--- config.mk ---
export PLATFORM = sky130hd
export DESIGN_NAME = counter_timer_unit
export DESIGN_NICKNAME = d
export VERILOG_FILES = /design/src/pkg/ctc_pkg.sv /design/src/counter_timer_unit.sv
export VERILOG_INCLUDE_DIRS = /design/src /design/src/pkg
export SDC_FILE = /design/constraint.sdc
export NUM_CORES = 1
export LEC_CHECK = 0
export ABC_AREA = 1
export BUFFER_PORTS_ARGS = -buffer_cell sky130_fd_sc_hd__buf_2
export CAP_MARGIN = 20
export CORE_MARGIN = 2
export CORE_UTILIZATION = 45
export CTS_CLUSTER_SIZE = 14
export DETAILED_ROUTE_END_ITERATION = 10
export GPL_ROUTABILITY_DRIVEN = 0
export PLACE_DENSITY = 0.65
export SYNTH_ARGS = -nofsm -noshare
export SYNTH_HDL_FRONTEND = slang
export SYNTH_SLANG_ARGS = --single-unit
export TNS_END_PERCENT = 1
--- constraint.sdc ---
create_clock -name core_clk -period 12.7 [get_ports core_clk]
set_input_delay 1.27 -clock core_clk [delete_from_list [all_inputs] [get_ports core_clk]]
set_output_delay 1.27 -clock core_clk [all_outputs]
set_load 0.01 [all_outputs]
--- src/pkg/ctc_params.svh ---
// Contract
// The write after a control word announcing it is the time constant.
// Eight-bit time constant per channel; zero means a count of 256.
// A new time constant on a running channel waits for zero before reload.
// Acknowledge returns a vector byte unique to the requesting channel.
// Upper five vector bits are written via channel 0 and shared.
// A written word with bit 0 clear loads the vector register.
// Vector bits 2-1 carry the requesting channel number.
// Write is read strobe high with request and chip enable low.
// The two select inputs pick the channel of each access.
// Written words are latched on the edge that begins T3.
// The host keeps opcode fetch inactive for register accesses.
// A read returns the channel down-counter at T3, without waits.
// Counter mode decrements on each selected trigger edge, clock synchronous.
// The host keeps trigger pulses wide and at least two clocks apart.
// A trigger edge too near a clock edge slips the decrement one clock.
// The zero-count output pulses right after the counter steps 1 to 0.
// Timer trigger starts timing on the second following clock edge.
// Each channel may request an interrupt at every zero count.
// Chain enable in and out set priority between devices.
// Channel 0 has highest priority, channel 3 lowest.
// Lower priority never interrupts a higher one still under service.
// Vector driven only with chain enable in, for the top requester.
// Return opcode pair re-initialises the serviced channel and its chain.
// A written word with bit 0 set is the channel control word.
`ifndef CTC_PARAMS_SVH
`define CTC_PARAMS_SVH
`define CTL_VECTOR_BIT 0
`define CTL_SW_RESET 1
`define CTL_TC_FOLLOWS 2
`define CTL_TRIGGERED 3
`define CTL_RISING 4
`define CTL_PRE256 5
`define CTL_COUNTER 6
`define CTL_IRQ_EN 7
`define VEC_BASE_MSB 7
`define VEC_BASE_LSB 3
`define BYTE_ZERO 8'h00
`define BYTE_ONE 8'h01
`define BYTE_ALL 8'hff
`define PRE16_LAST 8'h0f
`define PRE256_LAST 8'hff
`define OP_PREFIX 8'hed
`define OP_RETURN 8'h4d
`endif

--- src/pkg/ctc_pkg.sv ---
package ctc_pkg;
  typedef struct packed {
    logic io_request_n;
    logic chip_enable_n;
    logic read_n;
    logic opcode_fetch_n;
    logic channel_select_hi;
    logic channel_select_lo;
    logic [7:0] data;
  } host_bus_t;
  typedef enum logic [1:0] {
    CH_IDLE = 2'b00,
    CH_ARMED = 2'b01,
    CH_START = 2'b11,
    CH_RUN = 2'b10
  } chan_state_t;
endpackage : ctc_pkg

--- src/counter_timer_unit.sv ---
`timescale 1ns/10ps
`include "ctc_params.svh"
module counter_timer_unit #(
  parameter int NUM_CH = 4
) (
  input wire logic core_clk,
  input wire logic reset,
  input wire logic clk_en,
  input wire ctc_pkg::host_bus_t host_bus,
  output logic [7:0] data_out,
  output logic data_oe_n,
  input wire logic [NUM_CH-1:0] external_count_trigger,
  output logic [NUM_CH-1:0] zero_count_pulse,
  output logic int_n,
  input wire logic chain_enable_in,
  output logic chain_enable_out
);
  import ctc_pkg::*;

  if (NUM_CH != 4)
  begin : g_bad_width
    $error("counter_timer_unit serves exactly four channels");
  end

  logic io_sel_q;
  logic ack_q;
  logic fetch_q;
  logic prefix_q;
  logic [7:0] op_q;
  logic [7:0] vec_base_q;
  logic [NUM_CH-1:0] ip_q;
  logic [NUM_CH-1:0] ius_q;
  logic [NUM_CH-1:0] tc_expect_q;
  logic [NUM_CH-1:0] trg_q;
  logic [NUM_CH-1:0][7:0] ctrl_q;
  logic [NUM_CH-1:0][7:0] tc_q;
  logic [NUM_CH-1:0][7:0] cnt_q;
  logic [NUM_CH-1:0][7:0] pre_q;
  chan_state_t [NUM_CH-1:0] state_q;
  logic [NUM_CH-1:0] edge_hit;
  logic [NUM_CH-1:0] dec;
  logic [NUM_CH-1:0] zero_ev;
  logic [NUM_CH:0] chain;
  logic [NUM_CH-1:0] req;
  logic [NUM_CH-1:0] srv;
  logic [1:0] gid;

  wire [1:0] sel = {host_bus.channel_select_hi, host_bus.channel_select_lo};
  wire [7:0] din = host_bus.data;
  // Opcode fetch must be high, otherwise the cycle is an acknowledge.
  wire io_sel = !host_bus.io_request_n && !host_bus.chip_enable_n
                && host_bus.opcode_fetch_n;
  // No write strobe exists; a high read strobe marks the write.
  wire wr_take = io_sel && host_bus.read_n && !io_sel_q;
  wire rd_take = io_sel && !host_bus.read_n && !io_sel_q;
  wire ack = !host_bus.opcode_fetch_n && !host_bus.io_request_n;
  wire ack_take = ack && !ack_q;
  wire fetch = !host_bus.opcode_fetch_n && !host_bus.read_n
               && host_bus.io_request_n;
  wire fetch_end = fetch_q && !fetch;
  wire return_from_interrupt_op_take = fetch_end && prefix_q && op_q == `OP_RETURN;
  wire grant_any = ack_take && chain_enable_in && |req;
  wire vec_wr = wr_take && sel == 2'h0 && !tc_expect_q[0]
                && !din[`CTL_VECTOR_BIT];
  wire [7:0] vector = {vec_base_q[`VEC_BASE_MSB:`VEC_BASE_LSB], gid,
                       1'b0};

  // A pending or in-service channel blocks every channel below it.
  always_comb
  begin
    chain[0] = chain_enable_in;
    gid = 2'h0;
    for (int i = 0; i < NUM_CH; i++)
    begin
      req[i] = ip_q[i] && !ius_q[i] && chain[i];
      srv[i] = ius_q[i] && chain[i];
      chain[i+1] = chain[i] && !ip_q[i] && !ius_q[i];
      if (req[i])
      begin
        gid = 2'(i);
      end
    end
  end

  for (genvar i = 0; i < NUM_CH; i++)
  begin : g_ch
    wire wr_me = wr_take && sel == 2'(i);
    wire tc_wr = wr_me && tc_expect_q[i];
    wire ctl_wr = wr_me && !tc_expect_q[i]
                  && din[`CTL_VECTOR_BIT];
    wire counter = ctrl_q[i][`CTL_COUNTER];
    wire [7:0] pre_last = ctrl_q[i][`CTL_PRE256] ? `PRE256_LAST
                                                 : `PRE16_LAST;
    wire pre_tick = state_q[i] == CH_RUN && !counter
                    && pre_q[i] == pre_last;
    // Trigger pins are synchronous, so an edge close to the clock is
    // simply seen one sample later, which gives the one-clock slip.
    assign edge_hit[i] = (external_count_trigger[i] ^ trg_q[i])
      && external_count_trigger[i] == ctrl_q[i][`CTL_RISING];
    assign dec[i] = state_q[i] == CH_RUN
                    && (counter ? edge_hit[i] : pre_tick);
    assign zero_ev[i] = dec[i] && cnt_q[i] == `BYTE_ONE;

    always_ff @(posedge core_clk or posedge reset)
    begin
      if (reset)
      begin
        state_q[i] <= CH_IDLE;
        ctrl_q[i] <= `BYTE_ZERO;
        tc_q[i] <= `BYTE_ZERO;
        cnt_q[i] <= `BYTE_ZERO;
        pre_q[i] <= `BYTE_ZERO;
        tc_expect_q[i] <= 1'b0;
        trg_q[i] <= 1'b0;
        zero_count_pulse[i] <= 1'b0;
      end
      else if (clk_en)
      begin
        trg_q[i] <= external_count_trigger[i];
        zero_count_pulse[i] <= zero_ev[i];
        if (ctl_wr)
        begin
          ctrl_q[i] <= din;
          tc_expect_q[i] <= din[`CTL_TC_FOLLOWS];
        end
        if (tc_wr)
        begin
          // A running channel keeps counting; the new value waits.
          tc_q[i] <= din;
          tc_expect_q[i] <= 1'b0;
        end
        // Only a software-reset control word stops the counting below; other writes lose no tick.
        case (state_q[i])
          CH_IDLE:
          begin
            if (tc_wr)
            begin
              if (counter || !ctrl_q[i][`CTL_TRIGGERED])
              begin
                state_q[i] <= CH_RUN;
                cnt_q[i] <= din;
                pre_q[i] <= `BYTE_ZERO;
              end
              else
              begin
                state_q[i] <= CH_ARMED;
              end
            end
          end
          CH_ARMED:
          begin
            if (edge_hit[i])
            begin
              state_q[i] <= CH_START;
            end
          end
          CH_START:
          begin
            state_q[i] <= CH_RUN;
            cnt_q[i] <= tc_q[i];
            pre_q[i] <= `BYTE_ZERO;
          end
          CH_RUN:
          begin
            pre_q[i] <= pre_tick ? `BYTE_ZERO : pre_q[i] + 8'h01;
            if (zero_ev[i])
            begin
              cnt_q[i] <= tc_q[i];
            end
            else if (dec[i])
            begin
              // Zero wraps to 255, so a zero constant counts 256.
              cnt_q[i] <= cnt_q[i] - 8'h01;
            end
          end
          default:
          begin
            state_q[i] <= CH_IDLE;
          end
        endcase
        // A software reset stops the channel whatever it was doing.
        if (ctl_wr && din[`CTL_SW_RESET])
        begin
          state_q[i] <= CH_IDLE;
        end
      end
    end
  end

  always_ff @(posedge core_clk or posedge reset)
  begin
    if (reset)
    begin
      io_sel_q <= 1'b0;
      ack_q <= 1'b0;
      fetch_q <= 1'b0;
      prefix_q <= 1'b0;
      op_q <= `BYTE_ZERO;
      vec_base_q <= `BYTE_ZERO;
      ip_q <= '0;
      ius_q <= '0;
    end
    else if (clk_en)
    begin
      io_sel_q <= io_sel;
      ack_q <= ack;
      fetch_q <= fetch;
      if (fetch)
      begin
        op_q <= din;
      end
      if (fetch_end)
      begin
        prefix_q <= op_q == `OP_PREFIX;
      end
      if (vec_wr)
      begin
        vec_base_q <= din;
      end
      // A new zero count wins over the clear by acknowledge.
      for (int i = 0; i < NUM_CH; i++)
      begin
        ip_q[i] <= (ip_q[i] && !(grant_any && req[i]))
                   || (zero_ev[i] && ctrl_q[i][`CTL_IRQ_EN]);
        ius_q[i] <= (ius_q[i] && !(return_from_interrupt_op_take && srv[i]))
                    || (grant_any && req[i]);
      end
    end
  end

  always_ff @(posedge core_clk or posedge reset)
  begin
    if (reset)
    begin
      data_out <= `BYTE_ZERO;
      data_oe_n <= 1'b1;
      int_n <= 1'b1;
      chain_enable_out <= 1'b1;
    end
    else if (clk_en)
    begin
      if (rd_take)
      begin
        data_out <= cnt_q[sel];
      end
      else if (grant_any)
      begin
        data_out <= vector;
      end
      data_oe_n <= !((io_sel && !host_bus.read_n)
                     || (ack && (ack_take ? grant_any : !data_oe_n)));
      // Request status is frozen while opcode fetch is low so the
      // chain can settle before the acknowledge.
      if (host_bus.opcode_fetch_n)
      begin
        int_n <= !(|req);
      end
      chain_enable_out <= chain[NUM_CH];
    end
  end
endmodule : counter_timer_unit

==> out/qor.csv, run 1 <==
stage,metric,value,unit
status,status,completed,
layout,final_cell_mix,"nand2_1, dfrtp_1, inv_1",
synth,synth_top_family_by_area,simple AND/OR/NAND/NOR gates,
layout,layout_commonest_cell,nand2_1,
floorplanning,core_area,0.0218,mm2
grt,grt_pass1_wl,44400,um
power_and_ir_drop,ir_drop,88.6,uV
layout,drive_above_1_share,0.0928,
synth,syn_nets,1373,
synth,synthArstFlopShare,1.00,
cts,cts_setup_buffers,0,
placement,post-place-ws,9.09,ns
hold_path,hold_class,reg -> reg,
synth,avgSynthCellArea,7.49,um2
critical_path,worstPathMaxFanout,32,
layout,antennaDiodeCount,0,
synth,ys_types,55,
timing,max_freq,305,MHz
routing,drt-total-wl,26500,um
routing,drtIter0Drc,750,
cts,numCtsBuffers,17,
grt,grt_max_degree,113,
cts,cts_max_level,4,
synth,yosys.area.top_type_share,0.423,
layout,fin_nets,1393,
synth,synth.cell_area,0.0100,mm2
cts,clk_latency,0.43,ns
power_and_ir_drop,power_leakage,5.29,nW
cts,clkTransAtPathRegs,0.07,ns
placement,portBuffers,36,
power_and_ir_drop,power.density,185,mW/mm2
critical_path,cp_cell_sequence,buf_2 > inv_1 > or2_2 > a21oi_4 > nand2_4 > clkinv_4 > nor2_1 > a21oi_1,
routing,route.met3.wl,1650,um
cts,cts_resized,0,
critical_path,rr_worst_depth,10,
synth,synth_xor_area_frac,0.0263,
floorplanning,rows,54,
grt,antenna_found_initial,1,
timing,tns,0,ns
timing,period_share,0.258,
timing,rsz0062_at_grt,false,
synth,synth_area_leaders,"dfrtp_1, nand2_1, nand3_1",
cts,root_buffer,clkbuf_16,
layout,final_core_util,0.505,
routing,wl_per_cell,16.1,um
layout,fin_cells,1648,
critical_path,worstPathArrival,3.63,ns
routing,vias,8999,
floorplanning,die_area,0.0234,mm2
critical_path,slowest_delay,0.57,ns
synth,synth_seq_cells,172,
synth,synth_fa_ha_area_frac,0.0200,
critical_path,critPathKind,in -> reg,
cts,cts_tree,yes,
grt,grt_pass1_vias,8576,
placement,dp_cells,1615,
floorplanning,ios,37,
timing,setup_viol,0,
floorplanning,die_w,153,um
critical_path,cp_slowest_cell,inv_1,
critical_path,critPathRequiredTime,13.05,ns
hold_path,min_path_cells,2,
grt,overflow,0,
synth,synth_cells,1335,
floorplanning,dieHeight,153,um
timing,fin_skew,0.0101,ns
cts,clock_path_buffers,2,
routing,drc,0,
floorplanning,initial_core_util,0.458,
synth,yosys.area.top_type,dfrtp_1,
grt,grtUsageTotal,0.233,
timing,fin_crit,3.28,ns
routing,ant_nets,0,
placement,dp.final_hpwl,18500,um
synth,synth_compound_area_frac,0.133,
timing,tightest_slew,0.914,ns
routing,vias_per_cell,5.46,
routing,m1WireLength,12200,um
critical_path,critPathLaunchType,input port,
timing,maxSlewHeadroom,0.391,
critical_path,critPathCaptureType,flip-flop,
synth,synth-simple-area-share,0.309,
flow_run,drv_cap,0,
layout,syn2layout_area_growth,10.3,%
timing,slew_viol_final,0,
routing,route.met2.wl,12200,um
synth,seq_area_frac_synth,0.431,
timing,fin_hold_ws,0.470,ns
timing,setup_ws,9.42,ns
synth,synthMuxAreaShare,0.00113,
routing,dr.max_layer_used,met4,
cts,cts_sinks,172,
timing,hold_viol,0,
synth,yosysWarnings,0,
routing,dr.pass1.iters,6,
synth,synth-edff-count,0,
synth,synthFlopType,dfrtp_1,
cts,hold_buffers,0,
[critical path: cells and delay by family]
kind | cells | cell delay (ns)
compound gates | 2 | 0.42
buf+inv | 3 | 1.23
simple gates | 3 | 0.69
[synthesized netlist by cell type, drive strengths merged, types with 15 or more instances]
master	n
nand3	139
dfrtp	169
inv	159
nand4	34
o21ai	114
a21oi	52
ha	16
nand2	344
buf	15
clkbuf	22
xor2	19
nor3	17
o22ai	29
nor2	145
[area by class of cell]
type,instances,area (um2)
fillers,2129,10800
multi-input cells,962,4900
flip-flops and latches,172,4310
inverters,164,632
clock buffers,18,439
well taps,280,350
repair buffers,38,215
clock inverters,14,180
[power by group]
group | total (mW) | switching, mW | internal, mW | leakage (nW)
combinational | 0.687 | 0.444 | 0.243 | 2.80
sequential | 0.791 | 0.138 | 0.653 | 2.18
clock | 0.558 | 0.238 | 0.320 | 0.304
total | 2.04 | 0.820 | 1.22 | 5.29
[metal layers]
layer / vias to the layer above / global-route usage
met5: - / 0
met1: 4257 / 0.327
li1: 4425 / -
met3: 32 / 0.0493
met4: 0 / 0.0648
met2: 285 / 0.365
[worst paths after layout]
check | start | endpoint | slack, ns
max reg2reg | state_q[6] | cnt_q[26] | 10.01
max | clk_en | cnt_q[26] | 9.42
min reg2reg | ip_q[0] | ip_q[0] | 0.47
min in group asynchronous | reset | pre_q[18] | 0.75
max in group asynchronous | reset | vec_base_q[7] | 10.45
min | ip_q[0] | ip_q[0] | 0.47
[state kept, by name, summed over array words and instances, names as in the netlist, 4 cells and up]
name,count
ctrl_q,20
cnt_q,32
state_q,8
trg_q,4
op_q,8
pre_q,32
data_out,8
ius_q,4
vec_base_q,5
tc_expect_q,4
zero_count_pulse,4
ip_q,4
tc_q,32
[through the flow]
| stage | total power [mW] | cell area (um2) |
|---|---|---|
| detailed placement | 1.47 | 10400 |
| global route | 2.18 | 11000 |
| finish | 2.04 | 11000 |
| floorplan | 1.31 | 10000 |
| global placement | 1.46 | 10400 |
| CTS | 2.04 | 11000 |
[cells by family after synthesis]
group	after synthesis
AO/OA/AOI/OAI	227
adder cells (fa/ha/maj)	16
flip-flops	172
XOR/XNOR	30
AND/OR/NAND/NOR	688
buffers and inverters	201
multiplexers	1
No activity file was read; power rests on OpenSTA's default activity.
==> run 2, diff against run 1 <==
==> constraint.sdc (replaced) <==
create_clock -name core_clk -period 3.35 [get_ports core_clk]
set_input_delay 0.335 -clock core_clk [delete_from_list [all_inputs] [get_ports core_clk]]
set_output_delay 0.335 -clock core_clk [all_outputs]
set_load 0.01 [all_outputs]
==> run 2 against run 1 <==
Sequential power increased to 3.8 times the previous value. Combinational power increased to 3.8 times the previous value. Clock-buffer cell count increased by 2. Global-route usage decreased by 0.14 points. Clock power increased to 4.1 times the previous value. Largest cell class unchanged.
==> out/qor.csv, run 2 (synthesized netlist as in run 1, its figures left out) <==
stage,metric,value,unit
timing,setup_ws,0.935,ns
status,status,completed,
critical_path,rr_worst_depth,8,
floorplanning,core_area,0.0218,mm2
power_and_ir_drop,power_switching,3.07,mW
grt,grtUsageTotal,0.231,
layout,fillers,2088,
layout,final_cell_mix,"nand2_1, dfrtp_1, inv_1",
layout,top_regs,"cnt_q (32), pre_q (32), tc_q (32)",
critical_path,critPathCaptureType,flip-flop,
timing,fin_crit,2.42,ns
timing,tightest_slew,0.806,ns
critical_path,rrSetupSlack,0.93,ns
power_and_ir_drop,power_leakage,5.34,nW
power_and_ir_drop,p_int,4.81,mW
timing,max_freq,414,MHz
timing,hold_viol,0,
power_and_ir_drop,finalPower,7.88,mW
layout,final_design_area_no_fill,0.0111,mm2
layout,drive_above_1_share,0.0975,
floorplanning,ios,37,
cts,cts_setup_buffers,0,
power_and_ir_drop,power.density,708,mW/mm2
cts,cts_sinks,172,
timing,period_share,0.721,
critical_path,worstPathArrival,2.76,ns
power_and_ir_drop,ir_drop,319,uV
grt,grt_pass1_vias,8483,
cts,clock_path_buffers,2,
power_and_ir_drop,power.share.clock,0.287,
cts,root_buffer,clkbuf_16,
timing,maxSlewHeadroom,0.461,
grt,overflow,0,
routing,drc,0,
cts,hold_buffers,0,
layout,antennaDiodeCount,0,
layout,fin_nets,1400,
critical_path,critPathRequiredTime,3.70,ns
critical_path,critPathKind,reg -> reg,
routing,wl_per_cell,16.0,um
critical_path,worstPathMaxFanout,15,
critical_path,timing.rr.end,cnt_q[22],
timing,setup_viol,0,
hold_path,hold_class,in -> async,
layout,syn2layout_area_growth,11.4,%
floorplanning,die_w,153,um
critical_path,crit_end,cnt_q[22],
timing,fin_hold_ws,0.0409,ns
placement,placed_cell_area,0.0105,mm2
routing,drtIter0Drc,796,
critical_path,r2r-start,state_q[5],
power_and_ir_drop,combPwrFrac,0.334,
timing,fin_skew,0.0116,ns
critical_path,critPathLaunchType,flip-flop,
placement,post-place-ws,0.999,ns
layout,layout_commonest_cell,nand2_1,
cts,clk_latency,0.44,ns
grt,grt_pass1_wl,44000,um
routing,dr.pass1.iters,8,
placement,portBuffers,36,
cts,cts_max_level,4,
layout,final_core_util,0.510,
cts,clkTransAtPathRegs,0.07,ns
cts,numCtsBuffers,17,
routing,ant_nets,0,
cts,cts_resized,0,
floorplanning,rows,54,
grt,grt_max_degree,75,
power_and_ir_drop,seq_power_share,0.379,
timing,rsz0062_at_grt,false,
placement,dp.final_hpwl,18700,um
routing,drt-total-wl,26400,um
floorplanning,die_area,0.0234,mm2
floorplanning,initial_core_util,0.458,
routing,vias,8953,
timing,tns,0,ns
critical_path,cp-startpoint,state_q[5],
floorplanning,dieHeight,153,um
grt,antenna_found_initial,0,
routing,vias_per_cell,5.41,
layout,fin_cells,1655,
power_and_ir_drop,switching_share,0.390,
cts,cts_tree,yes,
timing,slew_viol_final,0,
placement,dp_cells,1623,
flow_run,drv_cap,0,
run 2: changes by cell type in the layout (fill, tap and decap cells not counted), sizes merged:
| cell | change |
|---|---|
| clkinv | -3 |
| clkbuf | +2 |
| buf | +7 |
| bufinv | +2 |
| clkinvlp | +3 |
| inv | -4 |
run 2: power groups by stage:
stage | Sequential (mW) | Combinational [mW] | Clock [mW]
global route | 3.04 | 3.00 | 2.38
finish | 2.98 | 2.63 | 2.27
floorplan | 2.81 | 2.15 | 0
global placement | 2.99 | 2.56 | 0
CTS | 2.97 | 2.62 | 2.30
detailed placement | 3.00 | 2.59 | 0
run 2: area by class of cell:
type / count / area, um2 / share of cell area
repair buffers: 45 / 273 / 0.0245
flip-flops and latches: 172 / 4310 / 0.387
multi-input cells: 962 / 4900 / 0.440
clock buffers: 20 / 467 / 0.0419
inverters: 164 / 631 / 0.0566
clock inverters: 12 / 206 / 0.0185
well taps: 280 / 350 / 0.0315
run 2: metal layers:
metal / GRT usage / vias up / wire, um
met1: 0.330 / 4238 / 12300
met5: 0 / - / 0
met2: 0.365 / 233 / 12200
met3: 0.0391 / 37 / 1430
li1: - / 4445 / -
met4: 0.0631 / 0 / 469
run 2: worst min path at each step:
stage,from,end,slack (ns)
6_report,reset,trg_q[1],0.04
2_1_floorplan,host_bus[10],int_n,0.41
5_1_grt,reset,tc_q[14],0.11
3_5_place_dp,ip_q[0],ip_q[0],0.47
4_1_cts,reset,tc_q[10],0.07
3_3_place_gp,op_q[6],op_q[6],0.47
run 2: worst max-delay path, cell delays in order (launching register included):
cell and delay [ns]:
dfrtp_1 0.60, inv_2 0.09, nor2_2 0.43, inv_2 0.17, nor3_1 0.56, nand3_1 0.22
nand3_1 0.12, nand2_1 0.05, o21ai_0 0.08
